$ cat config.mk
export PLATFORM = sky130hd
export DESIGN_NAME = cmsd_top
export DESIGN_NICKNAME = d
export VERILOG_FILES = /design/src/cmsd_pkg.sv /design/src/cmsd_stack_record.sv /design/src/cmsd_top.sv
export SDC_FILE = /design/constraint.sdc
export NUM_CORES = 1
export LEC_CHECK = 0
export ABC_CLOCK_PERIOD_IN_PS = 9420
export BUFFER_PORTS_ARGS = -buffer_cell sky130_fd_sc_hd__buf_2
export CORE_MARGIN = 2
export CORE_UTILIZATION = 29
export CTS_BUF_LIST = sky130_fd_sc_hd__clkbuf_16
export DETAILED_ROUTE_END_ITERATION = 12
export SLEW_MARGIN = 5
export SYNTH_ARGS = -nofsm -noshare
export SYNTH_HDL_FRONTEND = slang
export SYNTH_SLANG_ARGS = --single-unit
$ cat constraint.sdc
create_clock -name clk_sys -period 9.42 [get_ports clk_sys]
set_clock_uncertainty 0.15 [all_clocks]
set_input_delay 0.471 -clock clk_sys [delete_from_list [all_inputs] [get_ports clk_sys]]
set_output_delay 0.471 -clock clk_sys [all_outputs]
set_load 0.1 [all_outputs]
$ cat src/cmsd_pkg.sv
// Purpose: Shared constants and types for the core memory space decoder
// Assumes: 8-bit data space, 16-bit program space
// Notes:   Shared offsets, field positions, the stack pointer reset value and cycle counts live here
package cmsd_pkg;
  localparam logic [7:0]  SFR_BASE        = 8'h80;
  localparam logic [7:0]  STACK_PTR_ADDR  = 8'h81;
  localparam logic [7:0]  STACK_PTR_RESET = 8'h07;
  localparam logic [7:0]  BANK_END        = 8'h1F;
  localparam logic [7:0]  BIT_BYTE_BASE   = 8'h20;
  localparam logic [7:0]  BIT_BYTE_END    = 8'h2F;
  localparam logic [15:0] FACTORY_BASE    = 16'hFE00;
  localparam logic [7:0]  OPC_NOP         = 8'h00;
  localparam logic [7:0]  OPC_UNUSED      = 8'hA5;
  localparam int          STATUS_BANK_LO_BIT = 3;
  localparam int          STATUS_BANK_HI_BIT = 4;
  localparam int          STORE_WREN_BIT     = 0;
  localparam int          PAGE_BITS       = 11;
  localparam int          STACK_REC_W     = 32;
  localparam logic [2:0]  CYC_NOP         = 3'h1;
  localparam logic [2:0]  CYC_BR_SHORT    = 3'h2;
  localparam logic [2:0]  CYC_BR_MID      = 3'h3;
  localparam logic [2:0]  CYC_BR_IND      = 3'h4;

  // Branch kinds; cycle count depends on taken/not taken except for none and no-op
  typedef enum logic [2:0] {
    CMSD_BR_NONE     = 3'h0,
    CMSD_BR_CMP_IND  = 3'h1,
    CMSD_BR_CMP      = 3'h2,
    CMSD_BR_DEC_REG  = 3'h3,
    CMSD_BR_ACC_NZ   = 3'h4,
    CMSD_BR_DEC_DIR  = 3'h5,
    CMSD_BR_NOP      = 3'h6
  } cmsd_branch_t;

  // Jump target form
  typedef enum logic [1:0] {
    CMSD_JMP_REL  = 2'h0,
    CMSD_JMP_PAGE = 2'h1,
    CMSD_JMP_LONG = 2'h2
  } cmsd_jump_t;

  // Data access request from the execution unit
  typedef struct packed {
    logic       valid;
    logic       indirect;
    logic       bit_op;
    logic       use_r1;
    logic [7:0] addr;
  } cmsd_data_req_t;

  // Decoded data access
  typedef struct packed {
    logic       ram_sel;
    logic       sfr_sel;
    logic       bit_op;
    logic       bad_bit;
    logic [7:0] addr;
    logic [2:0] bit_pos;
  } cmsd_data_dec_t;

  // Stack events from the execution unit
  typedef struct packed {
    logic push;
    logic pop;
    logic call;
    logic ret;
    logic inc;
    logic dec;
  } cmsd_stack_ev_t;
endpackage : cmsd_pkg

$ cat src/cmsd_stack_record.sv
// Purpose: Debug stack record shift register with overflow and underflow flags
// Assumes: One stack event class per cycle from the execution unit
// Notes:   Flags are sticky until debug clears them; a new overflow or underflow beats the clear
`timescale 1ns/100ps
module cmsd_stack_record #(
  parameter int WIDTH = cmsd_pkg::STACK_REC_W
) (
  input  wire logic                 clk_sys,
  input  wire logic                 rst_n,
  input  wire cmsd_pkg::cmsd_stack_ev_t ev,
  input  wire logic                 bit_in,
  input  wire logic                 flag_clear,
  output logic [WIDTH-1:0]          record_reg,
  output logic                      overflow_reg,
  output logic                      underflow_reg
);
  localparam int CW = $clog2(WIDTH + 1);
  logic [CW-1:0] depth_reg;
  logic [1:0]    n_in;
  logic [1:0]    n_out;

  // Bits moved by this event
  always_comb begin
    n_in  = ev.call ? 2'd2 : ((ev.push | ev.inc) ? 2'd1 : 2'd0);
    n_out = ev.ret  ? 2'd2 : ((ev.pop  | ev.dec) ? 2'd1 : 2'd0);
  end

  // Shift the record; pushes enter at bit 0
  always_ff @(posedge clk_sys or negedge rst_n) begin
    if (!rst_n) begin
      record_reg <= '0;
    end else if (n_in == 2'd2) begin
      record_reg <= {record_reg[WIDTH-3:0], bit_in, bit_in};
    end else if (n_in == 2'd1) begin
      record_reg <= {record_reg[WIDTH-2:0], bit_in};
    end else if (n_out == 2'd2) begin
      record_reg <= {2'b00, record_reg[WIDTH-1:2]};
    end else if (n_out == 2'd1) begin
      record_reg <= {1'b0, record_reg[WIDTH-1:1]};
    end
  end

  // Occupancy saturates so the flags stay meaningful
  always_ff @(posedge clk_sys or negedge rst_n) begin
    if (!rst_n) begin
      depth_reg <= '0;
    end else if (n_in != 2'd0) begin
      if (depth_reg + CW'(n_in) > CW'(WIDTH)) depth_reg <= CW'(WIDTH);
      else depth_reg <= depth_reg + CW'(n_in);
    end else if (n_out != 2'd0) begin
      if (depth_reg < CW'(n_out)) depth_reg <= '0;
      else depth_reg <= depth_reg - CW'(n_out);
    end
  end

  // Sticky error flags, set wins over clear
  always_ff @(posedge clk_sys or negedge rst_n) begin
    if (!rst_n) begin
      overflow_reg  <= 1'b0;
      underflow_reg <= 1'b0;
    end else begin
      if (n_in != 2'd0 && depth_reg + CW'(n_in) > CW'(WIDTH)) overflow_reg <= 1'b1;
      else if (flag_clear) overflow_reg <= 1'b0;
      if (n_in == 2'd0 && n_out != 2'd0 && depth_reg < CW'(n_out)) underflow_reg <= 1'b1;
      else if (flag_clear) underflow_reg <= 1'b0;
    end
  end
endmodule : cmsd_stack_record

$ cat src/cmsd_top.sv
// Purpose: Operand address decode, data memory map, stack pointer and branch timing
// Assumes: Execution unit presents one decoded request per cycle, same clock
// Notes:   All outputs registered, so results appear one cycle after the request
// Operation
// - Relative offset signed, from next instruction
// - Direct below 0x80 RAM, else SPECIAL_FUNCTION_REGISTER
// - Page target replaces low 11 bits
// - Long target reaches whole 64 kB
// - Unused opcode behaves as no-operation
// - Code writes only with store enable set
// - Indirect above 0x7F hits upper RAM
// - Four banks, chosen by status bits
// - Indirect pointer is R0 or R1
// - Bytes 0x20-0x2F hold bit space
// - Bit versus byte by operand type
// - Push writes at pointer+1, then increments
// - Reset loads pointer with 0x07
// - Record shifts one or two bits
// - Record flags overflow and underflow
// - SFRs at x0/x8 bit-addressable
// - Compare branches take 3/4, indirect 4/5
// - Decrement and nonzero branches, no-op timing
// - Top 512 code bytes reserved
`timescale 1ns/100ps
module cmsd_top #(
  parameter int REC_WIDTH = cmsd_pkg::STACK_REC_W
) (
  input  wire logic                     clk_sys,
  input  wire logic                     reset_n,
  input  wire cmsd_pkg::cmsd_data_req_t data_req,
  input  wire logic [7:0]               bank_r0,
  input  wire logic [7:0]               bank_r1,
  input  wire logic [7:0]               program_status_word,
  input  wire logic [7:0]               program_store_control,
  input  wire logic                     code_write_req,
  input  wire logic [15:0]              code_write_addr,
  input  wire logic [15:0]              next_pc,
  input  wire cmsd_pkg::cmsd_jump_t     jump_kind,
  input  wire logic                     jump_valid,
  input  wire logic [15:0]              jump_operand,
  input  wire logic [7:0]               opcode,
  input  wire cmsd_pkg::cmsd_branch_t   branch_kind,
  input  wire logic                     branch_taken,
  input  wire cmsd_pkg::cmsd_stack_ev_t stack_ev,
  input  wire logic                     sp_write,
  input  wire logic [7:0]               sp_wdata,
  input  wire logic                     rec_bit_in,
  input  wire logic                     rec_flag_clear,
  output cmsd_pkg::cmsd_data_dec_t      data_dec_reg,
  output logic [4:0]                    bank_reg_base_reg,
  output logic [15:0]                   jump_target_reg,
  output logic                          jump_target_valid_reg,
  output logic                          opcode_is_nop_reg,
  output logic [2:0]                    branch_cycles_reg,
  output logic                          code_write_reg,
  output logic                          code_write_refused_reg,
  output logic [7:0]                    stack_top_pointer_reg,
  output logic [7:0]                    stack_write_addr_reg,
  output logic                          stack_write_reg,
  output logic [REC_WIDTH-1:0]          stack_record_reg,
  output logic                          stack_overflow_reg,
  output logic                          stack_underflow_reg
);
  logic                     rst_meta_reg;
  logic                     rst_n;
  cmsd_pkg::cmsd_data_dec_t data_dec_next;
  logic [15:0]              jump_target_next;
  logic [7:0]               stack_top_pointer_next;
  logic [1:0]               bank_sel;

  // Register bank base: 8 bytes per bank
  function automatic logic [4:0] bank_base(input logic [1:0] sel);
    bank_base = {sel, 3'b000};
  endfunction : bank_base

  // SPECIAL_FUNCTION_REGISTER bit addressing only on column 0 and 8
  function automatic logic sfr_bit_ok(input logic [7:0] a);
    sfr_bit_ok = (a[2:0] == 3'b000);
  endfunction : sfr_bit_ok

  // Reset release through two flops; assertion stays asynchronous
  always_ff @(posedge clk_sys or negedge reset_n) begin
    if (!reset_n) begin
      rst_meta_reg <= 1'b0;
      rst_n        <= 1'b0;
    end else begin
      rst_meta_reg <= 1'b1;
      rst_n        <= rst_meta_reg;
    end
  end

  assign bank_sel = {program_status_word[cmsd_pkg::STATUS_BANK_HI_BIT],
                     program_status_word[cmsd_pkg::STATUS_BANK_LO_BIT]};

  // Data operand decode
  always_comb begin
    data_dec_next         = '0;
    data_dec_next.bit_op  = data_req.valid & data_req.bit_op;
    if (data_req.valid) begin
      if (data_req.indirect) begin
        // Pointer value picks all 256 RAM bytes, never the SFRs
        data_dec_next.addr    = data_req.use_r1 ? bank_r1 : bank_r0;
        data_dec_next.ram_sel = 1'b1;
      end else if (data_req.bit_op) begin
        if (data_req.addr < cmsd_pkg::SFR_BASE) begin
          // Bit 0x00-0x7F maps into bytes 0x20-0x2F
          data_dec_next.addr    = cmsd_pkg::BIT_BYTE_BASE + {4'h0, data_req.addr[6:3]};
          data_dec_next.ram_sel = 1'b1;
        end else begin
          data_dec_next.addr    = {data_req.addr[7:3], 3'b000};
          data_dec_next.sfr_sel = 1'b1;
          data_dec_next.bad_bit = ~sfr_bit_ok({data_req.addr[7:3], 3'b000});
        end
        data_dec_next.bit_pos = data_req.addr[2:0];
      end else begin
        data_dec_next.addr    = data_req.addr;
        data_dec_next.ram_sel = (data_req.addr < cmsd_pkg::SFR_BASE);
        data_dec_next.sfr_sel = (data_req.addr >= cmsd_pkg::SFR_BASE);
      end
    end
  end

  // Decode result and active bank base
  always_ff @(posedge clk_sys or negedge rst_n) begin
    if (!rst_n) begin
      data_dec_reg      <= '0;
      bank_reg_base_reg <= 5'h00;
    end else begin
      data_dec_reg      <= data_dec_next;
      bank_reg_base_reg <= bank_base(bank_sel);
    end
  end

  // Jump target arithmetic, relative to the following instruction
  always_comb begin
    case (jump_kind)
      cmsd_pkg::CMSD_JMP_REL:
        jump_target_next = next_pc + {{8{jump_operand[7]}}, jump_operand[7:0]};
      cmsd_pkg::CMSD_JMP_PAGE:
        jump_target_next = {next_pc[15:cmsd_pkg::PAGE_BITS],
                            jump_operand[cmsd_pkg::PAGE_BITS-1:0]};
      cmsd_pkg::CMSD_JMP_LONG:
        jump_target_next = jump_operand;
      default:
        jump_target_next = next_pc;
    endcase
  end

  always_ff @(posedge clk_sys or negedge rst_n) begin
    if (!rst_n) begin
      jump_target_reg       <= 16'h0000;
      jump_target_valid_reg <= 1'b0;
    end else begin
      jump_target_reg       <= jump_target_next;
      jump_target_valid_reg <= jump_valid;
    end
  end

  // Unused opcode folds onto no-operation
  always_ff @(posedge clk_sys or negedge rst_n) begin
    if (!rst_n) begin
      opcode_is_nop_reg <= 1'b0;
    end else begin
      opcode_is_nop_reg <= (opcode == cmsd_pkg::OPC_NOP) || (opcode == cmsd_pkg::OPC_UNUSED);
    end
  end

  // Branch cycle counts; taken adds one except for the none and no-op kinds
  always_ff @(posedge clk_sys or negedge rst_n) begin
    if (!rst_n) begin
      branch_cycles_reg <= 3'h0;
    end else begin
      case (branch_kind)
        cmsd_pkg::CMSD_BR_CMP_IND: branch_cycles_reg <= cmsd_pkg::CYC_BR_IND + {2'b00, branch_taken};
        cmsd_pkg::CMSD_BR_CMP:     branch_cycles_reg <= cmsd_pkg::CYC_BR_MID + {2'b00, branch_taken};
        cmsd_pkg::CMSD_BR_DEC_REG,
        cmsd_pkg::CMSD_BR_ACC_NZ:  branch_cycles_reg <= cmsd_pkg::CYC_BR_SHORT + {2'b00, branch_taken};
        cmsd_pkg::CMSD_BR_DEC_DIR: branch_cycles_reg <= cmsd_pkg::CYC_BR_MID + {2'b00, branch_taken};
        cmsd_pkg::CMSD_BR_NOP:     branch_cycles_reg <= cmsd_pkg::CYC_NOP;
        default:                   branch_cycles_reg <= 3'h0;
      endcase
    end
  end

  // Code store gate: enable bit and factory area both checked
  always_ff @(posedge clk_sys or negedge rst_n) begin
    if (!rst_n) begin
      code_write_reg         <= 1'b0;
      code_write_refused_reg <= 1'b0;
    end else begin
      code_write_reg <= code_write_req
                        & program_store_control[cmsd_pkg::STORE_WREN_BIT]
                        & (code_write_addr < cmsd_pkg::FACTORY_BASE);
      code_write_refused_reg <= code_write_req
                        & (~program_store_control[cmsd_pkg::STORE_WREN_BIT]
                           | (code_write_addr >= cmsd_pkg::FACTORY_BASE));
    end
  end

  // Stack pointer next value; 8-bit arithmetic wraps naturally
  always_comb begin
    stack_top_pointer_next = stack_top_pointer_reg;
    if (sp_write) begin
      stack_top_pointer_next = sp_wdata;
    end else if (stack_ev.call) begin
      stack_top_pointer_next = stack_top_pointer_reg + 8'h02;
    end else if (stack_ev.push | stack_ev.inc) begin
      stack_top_pointer_next = stack_top_pointer_reg + 8'h01;
    end else if (stack_ev.ret) begin
      stack_top_pointer_next = stack_top_pointer_reg - 8'h02;
    end else if (stack_ev.pop | stack_ev.dec) begin
      stack_top_pointer_next = stack_top_pointer_reg - 8'h01;
    end
  end

  // Pointer always names the last used slot
  always_ff @(posedge clk_sys or negedge rst_n) begin
    if (!rst_n) begin
      stack_top_pointer_reg <= cmsd_pkg::STACK_PTR_RESET;
      stack_write_addr_reg  <= 8'h00;
      stack_write_reg       <= 1'b0;
    end else begin
      stack_top_pointer_reg <= stack_top_pointer_next;
      stack_write_reg       <= ~sp_write & (stack_ev.push | stack_ev.call);
      stack_write_addr_reg  <= stack_top_pointer_reg + 8'h01;
    end
  end

  // Debug stack record
  cmsd_stack_record #(
    .WIDTH (REC_WIDTH)
  ) u_rec (
    .clk_sys       (clk_sys),
    .rst_n         (rst_n),
    .ev            (stack_ev),
    .bit_in        (rec_bit_in),
    .flag_clear    (rec_flag_clear),
    .record_reg    (stack_record_reg),
    .overflow_reg  (stack_overflow_reg),
    .underflow_reg (stack_underflow_reg)
  );
endmodule : cmsd_top

==> summary.txt, run 1 <==
Outcome
  • Outcome: finished clean

Synthesis
  • Async set-reset flop share out of synthesis: between 90% and 100%
  • Average cell area after synthesis: between 8 and 9 um^2
  • Top cells by count, synth: dfrtp_1, nand2_1, a21oi_1
  • Register area share after synthesis: 38.8%
  • Synth area leader: dfrtp_1
  • Number of synthesized flops with an enable pin: 0
  • Synth Cell Area: 6330 um^2
  • Synth Instances: 736
  • Synth Warn #: 0
  • Synth Flop Type: dfrtp_1
  • Area share of the largest cell type after synthesis: 37.5%
  • FF+latch count, synth: 98
  • Synth cell types: 59
  • Area contributors post-synth: dfrtp_1, mux2i_1, a21oi_1
  • Most common cell in the netlist: dfrtp_1

Global routing
  • Largest net degree at the start of global routing: slightly above 70
  • Total GRT Usage: 14.8%
  • Initial antenna violation count: 0
  • Number of global-route vias before repair: ~5.5k
  • GRT Residual Overflow: 0
  • First-pass GRT wire length: 27600 um

Timing
  • Post-Route Setup TNS: 0 ns
  • Worst Setup Slack, final: slightly above 6 ns
  • RSZ-0062 raised after global routing: false
  • Fin crit period: roughly 3.3 ns
  • Max Slew Vio Count: 0
  • Peak Freq: 304 MHz
  • Slew margin rel.: 45.5%
  • Worst-margin pin slew: 0.818 ns
  • Fin. Hold Viols: 0
  • Setup-violating endpoint count in the final report: 0
  • Crit share post-route: between 30% and 40%

Detailed routing
  • Drt first pass iters: 4
  • Post-DRT Antenna Nets: 0
  • Wire per inst: 14.4 um
  • DRC errors left: 0
  • Drt first-iter violations: roughly 290
  • Vias per cell: 4.92
  • Routed vias: 5855
  • Final wirelength: between 15000 and 20000 um

Critical path
  • Worst R2R Path Depth: 10
  • Reg-to-reg setup timing slack: 6.86 ns
  • CP max FO: 71
  • Worst Path Arrival: between 3 and 4 ns
  • CP endpoint kind: flip-flop
  • CP required: 9.53 ns
  • Worst Setup SP: stack_ev[3]
  • Critical path class: in -> reg
  • R2R Path Start: u_rec.depth_reg[0]$_DFFE_PN0P_
  • Critical Path Start Type: input port
  • Reg-to-Reg End: u_rec.depth_reg[2]$_DFFE_PN0P_

Layout
  • Final std cells w/o fill: approximately 1.2k
  • Final core occ: 36.1%
  • Area grow syn2layout: 23.4%
  • Total of fill cells in the finished design: 2294
  • Final net count: about 1.1k
  • Share of cells above drive strength 1: ~25%
  • Number of flip-flops in the largest register: 32

Clocking
  • # Post-CTS Setup Buffers: 0
  • Post-CTS sizing: 0
  • Clock slew at reported path FFs: about 0.07 ns
  • Worst-Skew Late Latency: ~0.35 ns
  • Total clock sinks: 98
  • Longest Clk Path Bufs: 2
  • Clock root buffer master: clkbuf_16
  • Total clock buffers created by CTS: 9
  • CTS tree: yes
  • Htree depth: 3

Power
  • VDD IR-drop max: 0.0886 mV
  • Sw Pwr: 851 uW
  • Gate power share: about 46%
  • Pwr dens: 221 nW/um^2
  • Static leakage: 3.71 nW
  • Cell internal pwr: 875 uW
  • Seq pwr share: 32.7%
  • Sw Ratio: 49.3%
  • Clk pwr share: between 20% and 30%
  • Total power: 1.73 mW

Place
  • Placed Cells: between 1k and 1.5k
  • DP Worst Slack: 5.87 ns
  • Buffers on Ports: 194
  • Routability Congestion: just over 0.8
  • Hpwl dp: between 10000 and 15000 um

Floorplan
  • Number of I/O pins: 221
  • DIE AREA: 23000 um^2
  • Core Rows: 54
  • Initial core utilization: 29.3%
  • Die Wd: roughly 150 um
  • Placeable Area: 21600 um^2
  • Die height: 152 um

Worst hold path
  • Hold endpoint: jump_target_valid_reg$_DFF_PN0_
  • HP Class: in -> reg
  • Hold path cells: 1
  • Worst Hold Launch: jump_valid

Run
  • Max-Cap Viols: 0
[layer usage]
layer,wire length (um),vias to the layer above,track usage [%]
met1,7610,2763,19.2
met3,891,14,3.29
met2,8340,121,24.8
met4,250,0,4.35
li1,-,2957,-
met5,0,-,0
[per-stage QoR]
step	cell area (um^2)	hold WS, ns
after global routing	7810	0.0603
after global placement	7520	0.107
after CTS	7810	0.0635
after detailed placement	7520	0.108
final	7820	0.0817
after floorplan	6340	0.0254
[cells by family after synthesis]
group	after synthesis	synth area share, %
other cells	2	0.119
mux	52	8.32
xor+xnor	24	3.32
fa+ha+maj	27	5.69
simple gates	237	17.3
compound gates	222	21.7
buf+inv	74	4.82
flops	98	38.8
[power by group through the flow]
stage               clock, mW  sequential, mW  combinational, mW
floorplan                   0           0.928              0.278
global placement            0           0.572              0.787
detailed placement          0           0.573              0.793
CTS                     0.386           0.565              0.797
global route            0.400           0.577              0.854
finish                  0.368           0.564              0.794
[worst max-delay path, stage by stage]
cell and delay (ns):
buf_2 0.08, buf_4 0.57, inv_1 0.38, fa_1 0.54, inv_1 0.11, a31oi_1 0.09, nor3b_1 0.30, o21ai_0 0.17
nor3_1 0.36, nand2_1 0.10, a32oi_1 0.21
[cell type report]
cell class | count | area [um^2] | share of cell area, %
Multi-Input combinational cell | 567 | 3600 | 46.0
Inverter | 27 | 101 | 1.30
Tap cell | 280 | 350 | 4.48
Timing Repair Buffer | 200 | 1020 | 13.0
Clock buffer | 9 | 225 | 2.88
Sequential cell | 98 | 2460 | 31.5
Clock inverter | 7 | 61.3 | 0.785
Antenna cell | 1 | 2.50 | 0.0320
[repair_timing]
action                                  CTS  global route
hold buffers                              1             0
hold endpoints to repair                  2             0
endpoints found under the setup margin    0             0
[placed cells by master (no fill, tap or decap), drive strengths merged, types with 6 or more instances in the layout]
master,count
buf,199
dfrtp,95
nand2,84
a21oi,69
nor2,66
o21ai,64
mux2i,47
a211oi,38
inv,27
nand3,25
ha,24
xnor2,15
and3,14
nand2b,13
xor2,9
clkbuf,9
nor2b,6
o21a,6
nor3,6
[worst max-delay path by stage]
stage,endpoint,slack [ns],depth (start not counted)
6_report,u_rec.depth_reg[2]$_DFFE_PN0P_,6.13,11
5_1_grt,u_rec.depth_reg[2]$_DFFE_PN0P_,5.86,11
4_1_cts,u_rec.depth_reg[2]$_DFFE_PN0P_,6.22,11
3_5_place_dp,u_rec.depth_reg[2]$_DFFE_PN0P_,5.87,11
3_3_place_gp,u_rec.depth_reg[2]$_DFFE_PN0P_,5.88,11
2_1_floorplan,bank_reg_base_reg[3]$_DFF_PN0_,6.34,0
Note: power is estimated with default switching activity, not from simulation.
==> run 2, diff against run 1 <==
--- a/config.mk
+++ b/config.mk
@@ -5,7 +5,7 @@
 export SDC_FILE = /design/constraint.sdc
 export NUM_CORES = 1
 export LEC_CHECK = 0
-export ABC_CLOCK_PERIOD_IN_PS = 9420
+export ABC_CLOCK_PERIOD_IN_PS = 3150
 export BUFFER_PORTS_ARGS = -buffer_cell sky130_fd_sc_hd__buf_2
 export CORE_MARGIN = 2
 export CORE_UTILIZATION = 29
==> constraint.sdc (replaced) <==
create_clock -name clk_sys -period 3.15 [get_ports clk_sys]
set_clock_uncertainty 0.15 [all_clocks]
set_input_delay 0.1575 -clock clk_sys [delete_from_list [all_inputs] [get_ports clk_sys]]
set_output_delay 0.1575 -clock clk_sys [all_outputs]
set_load 0.1 [all_outputs]
==> run 2 against run 1 <==
Against the previous run:
- routed wire length increased by 3.7%
- non-clock buffer count increased by 60
- worst setup slack worse by 5.9 ns
- register-to-register slack got worse by 6.3 ns
- critical path depth is the same
- final cell count is 4.9% higher
- highest routed layer unchanged
==> summary.txt, run 2 (synthesis results as in run 1) <==
Floorplan
  • Die Wd: 152 um (unchanged)
  • Die height: 152 um (unchanged)
  • Core Rows: 54 (unchanged)
  • Number of I/O pins: 221 (unchanged)
  • Placeable Area: 21600 um^2 (unchanged)
  • DIE AREA: 23000 um^2 (unchanged)
  • Initial core utilization: 29.3% (unchanged)

Critical path
  • CP cell instances: dlygate4sd3_1, buf_2, ha_1, a21oi_1, o22ai_1, nor2_1, o21bai_1, xnor2_1, a222oi_1, dlygate4sd3_1, inv_1
  • Critical path's largest stage delay: 0.59 ns (+0.02 ns)
  • Worst Path Arrival: 3.02 ns (-0.37 ns)
  • CP endpoint kind: flip-flop
  • Critical Path Start Type: input port
  • Slowest CP cell: dlygate4sd3_1
  • Critical path class: in -> reg
  • CP required: 3.24 ns (-6.29 ns)
  • CP dominant cell by count: dlygate4sd3_1
  • CP max FO: 4 (-94%)

Timing
  • Fin. Hold Viols: 0 (unchanged)
  • Fin crit period: 2.93 ns
  • Slew margin rel.: 58.5% (+13 points)
  • RSZ-0062 raised after global routing: false
  • Crit share post-route: 93.1%
  • Worst-margin pin slew: 0.622 ns (-0.196 ns)
  • Setup-violating endpoint count in the final report: 0 (unchanged)
  • Max Slew Vio Count: 0 (unchanged)
  • Peak Freq: 341 MHz
  • Post-Route Setup TNS: 0 ns (unchanged)

Clocking
  • Longest Clk Path Bufs: 2 (unchanged)
  • CTS tree: yes
  • Htree depth: 3 (unchanged)
  • Clock root buffer master: clkbuf_16
  • Clock slew at reported path FFs: 0.07 ns (about the same)
  • Total clock sinks: 98 (unchanged)
  • Total clock buffers created by CTS: 9 (unchanged)
  • Worst-Skew Late Latency: 0.35 ns (about the same)

Global routing
  • First-pass GRT wire length: 28100 um (+2.0%)
  • GRT Residual Overflow: 0 (unchanged)
  • Largest net degree at the start of global routing: 66 (-8.3%)
  • Initial antenna violation count: 0 (unchanged)
  • Total GRT Usage: 15.2% (+0.36 points)
  • Number of global-route vias before repair: 5676 (+3.0%)

Layout
  • Area grow syn2layout: 32.7%
  • Diode count: 0 (-1)
  • Share of cells above drive strength 1: 23.9% (-1.3 points)
  • Most frequent cells in the layout: buf_2, dfrtp_1, nand2_1
  • Commonest non-fill, non-tap cell in the layout: buf_2
  • Total of fill cells in the finished design: 2219 (-3.3%)
  • Number of flip-flops in the largest register: 32 (unchanged)
  • Final net count: 1117 (+5.7%)

Run
  • Max-Cap Viols: 0 (unchanged)

Worst hold path
  • HP Class: in -> reg

Place
  • Hpwl dp: 12400 um (+0.89%)
  • Routability Congestion: 0.816 (+0.92%)
  • Buffers on Ports: 194 (unchanged)

Detailed routing
  • Drt first-iter violations: 341 (+17%)
  • Post-DRT Antenna Nets: 0 (unchanged)
  • Vias per cell: 4.88 (-0.81%)
  • Routed vias: 6091 (+4.0%)
  • Final wirelength: 17700 um (+3.7%)
  • DRC errors left: 0 (unchanged)
  • Wire per inst: 14.2 um (-1.1%)
  • Drt first pass iters: 4 (unchanged)

Power
  • Pwr dens: 615 nW/um^2 (+180%)
  • VDD IR-drop max: 0.250 mV (+180%)
  • Total power: 5.17 mW (+200%)
  • Static leakage: 3.95 nW (+6.6%)

Outcome
  • Outcome: finished clean
-- run 2: final cells by class --
cell class / count / area, um^2 / share of cell area [%]
well taps: 280 / 350 / 4.17
clock inverters: 6 / 35.0 / 0.417
clock buffers: 9 / 225 / 2.68
flip-flops and latches: 98 / 2460 / 29.3
multi-input cells: 567 / 3600 / 42.9
inverters: 27 / 101 / 1.21
repair buffers: 260 / 1630 / 19.4
-- run 2: repair_timing --
action | in CTS | in global routing
hold buffers | 61 | 0
setup buffers | 0 | 0
hold endpoints to repair | 48 | 0
gates resized for setup | 0 | 2
endpoints found under the setup margin | 0 | 2
-- run 2: layer usage --
metal	wire length (um)	vias up	GRT usage, %	part of all wire, %
li1	-	3075	-	-
met1	7960	2870	19.6	45
met2	8640	127	25.2	49
met3	787	19	3.02	4.4
met4	332	0	5.32	1.9
met5	0	-	0	0
-- run 2: worst paths after layout --
| path | from | to | slack [ns] | cells after the start |
|---|---|---|---|---|
| setup reg to reg | stack_top_pointer_reg[0]$_DFFE_PN1P_ | stack_top_pointer_reg[2]$_DFFE_PN1P_ | 0.53 | 9 |
| setup / recovery | jump_operand[4] | jump_target_reg[11]$_DFF_PN0_ | 0.22 | 11 |
| hold reg to reg | rst_n$_DFF_PN0_ | stack_top_pointer_reg[6]$_DFFE_PN0P_ | 0.16 | 0 |
| hold / removal | bank_r0[4] | data_dec_reg[7]$_DFF_PN0_ | 0.01 | 4 |
| min in group asynchronous | rst_n$_DFF_PN0_ | stack_top_pointer_reg[6]$_DFFE_PN0P_ | 0.16 | 0 |
| max in group asynchronous | rst_n$_DFF_PN0_ | stack_top_pointer_reg[1]$_DFFE_PN1P_ | 1.96 | 1 |
-- run 2: report_power, final --
part / internal [mW] / switching, mW / total (mW) / leakage (nW)
sequential: 1.45 / 0.237 / 1.69 / 1.20
combinational: 0.621 / 1.83 / 2.45 / 2.63
clock: 0.527 / 0.505 / 1.03 / 0.124
-- run 2: critical path, delay by kind of cell --
| kind | cells | cell delay, ns |
|---|---|---|
| AO/OA/AOI/OAI | 4 | 0.80 |
| XOR/XNOR | 1 | 0.15 |
| AND/OR/NAND/NOR | 1 | 0.28 |
| buffers and inverters | 4 | 1.30 |
| adder cells (fa/ha/maj) | 1 | 0.33 |
-- run 2: through the flow --
| step | util [%] | worst slack (ns) | hold WS, ns | cell area, um^2 | instances |
|---|---|---|---|---|---|
| 5_1_grt | 38.9 | 0.0566 | 0.0191 | 8410 | 1247 |
| 3_5_place_dp | 34.8 | 0.478 | -0.206 | 7530 | 1171 |
| 3_3_place_gp | 34.8 | 0.524 | -0.206 | 7530 | 1171 |
| 2_1_floorplan | - | 0.0733 | -0.288 | 6340 | 739 |
| 6_report | 38.9 | 0.219 | 0.0142 | 8410 | 1247 |
| 4_1_cts | 38.8 | 0.142 | 0.00177 | 8400 | 1247 |
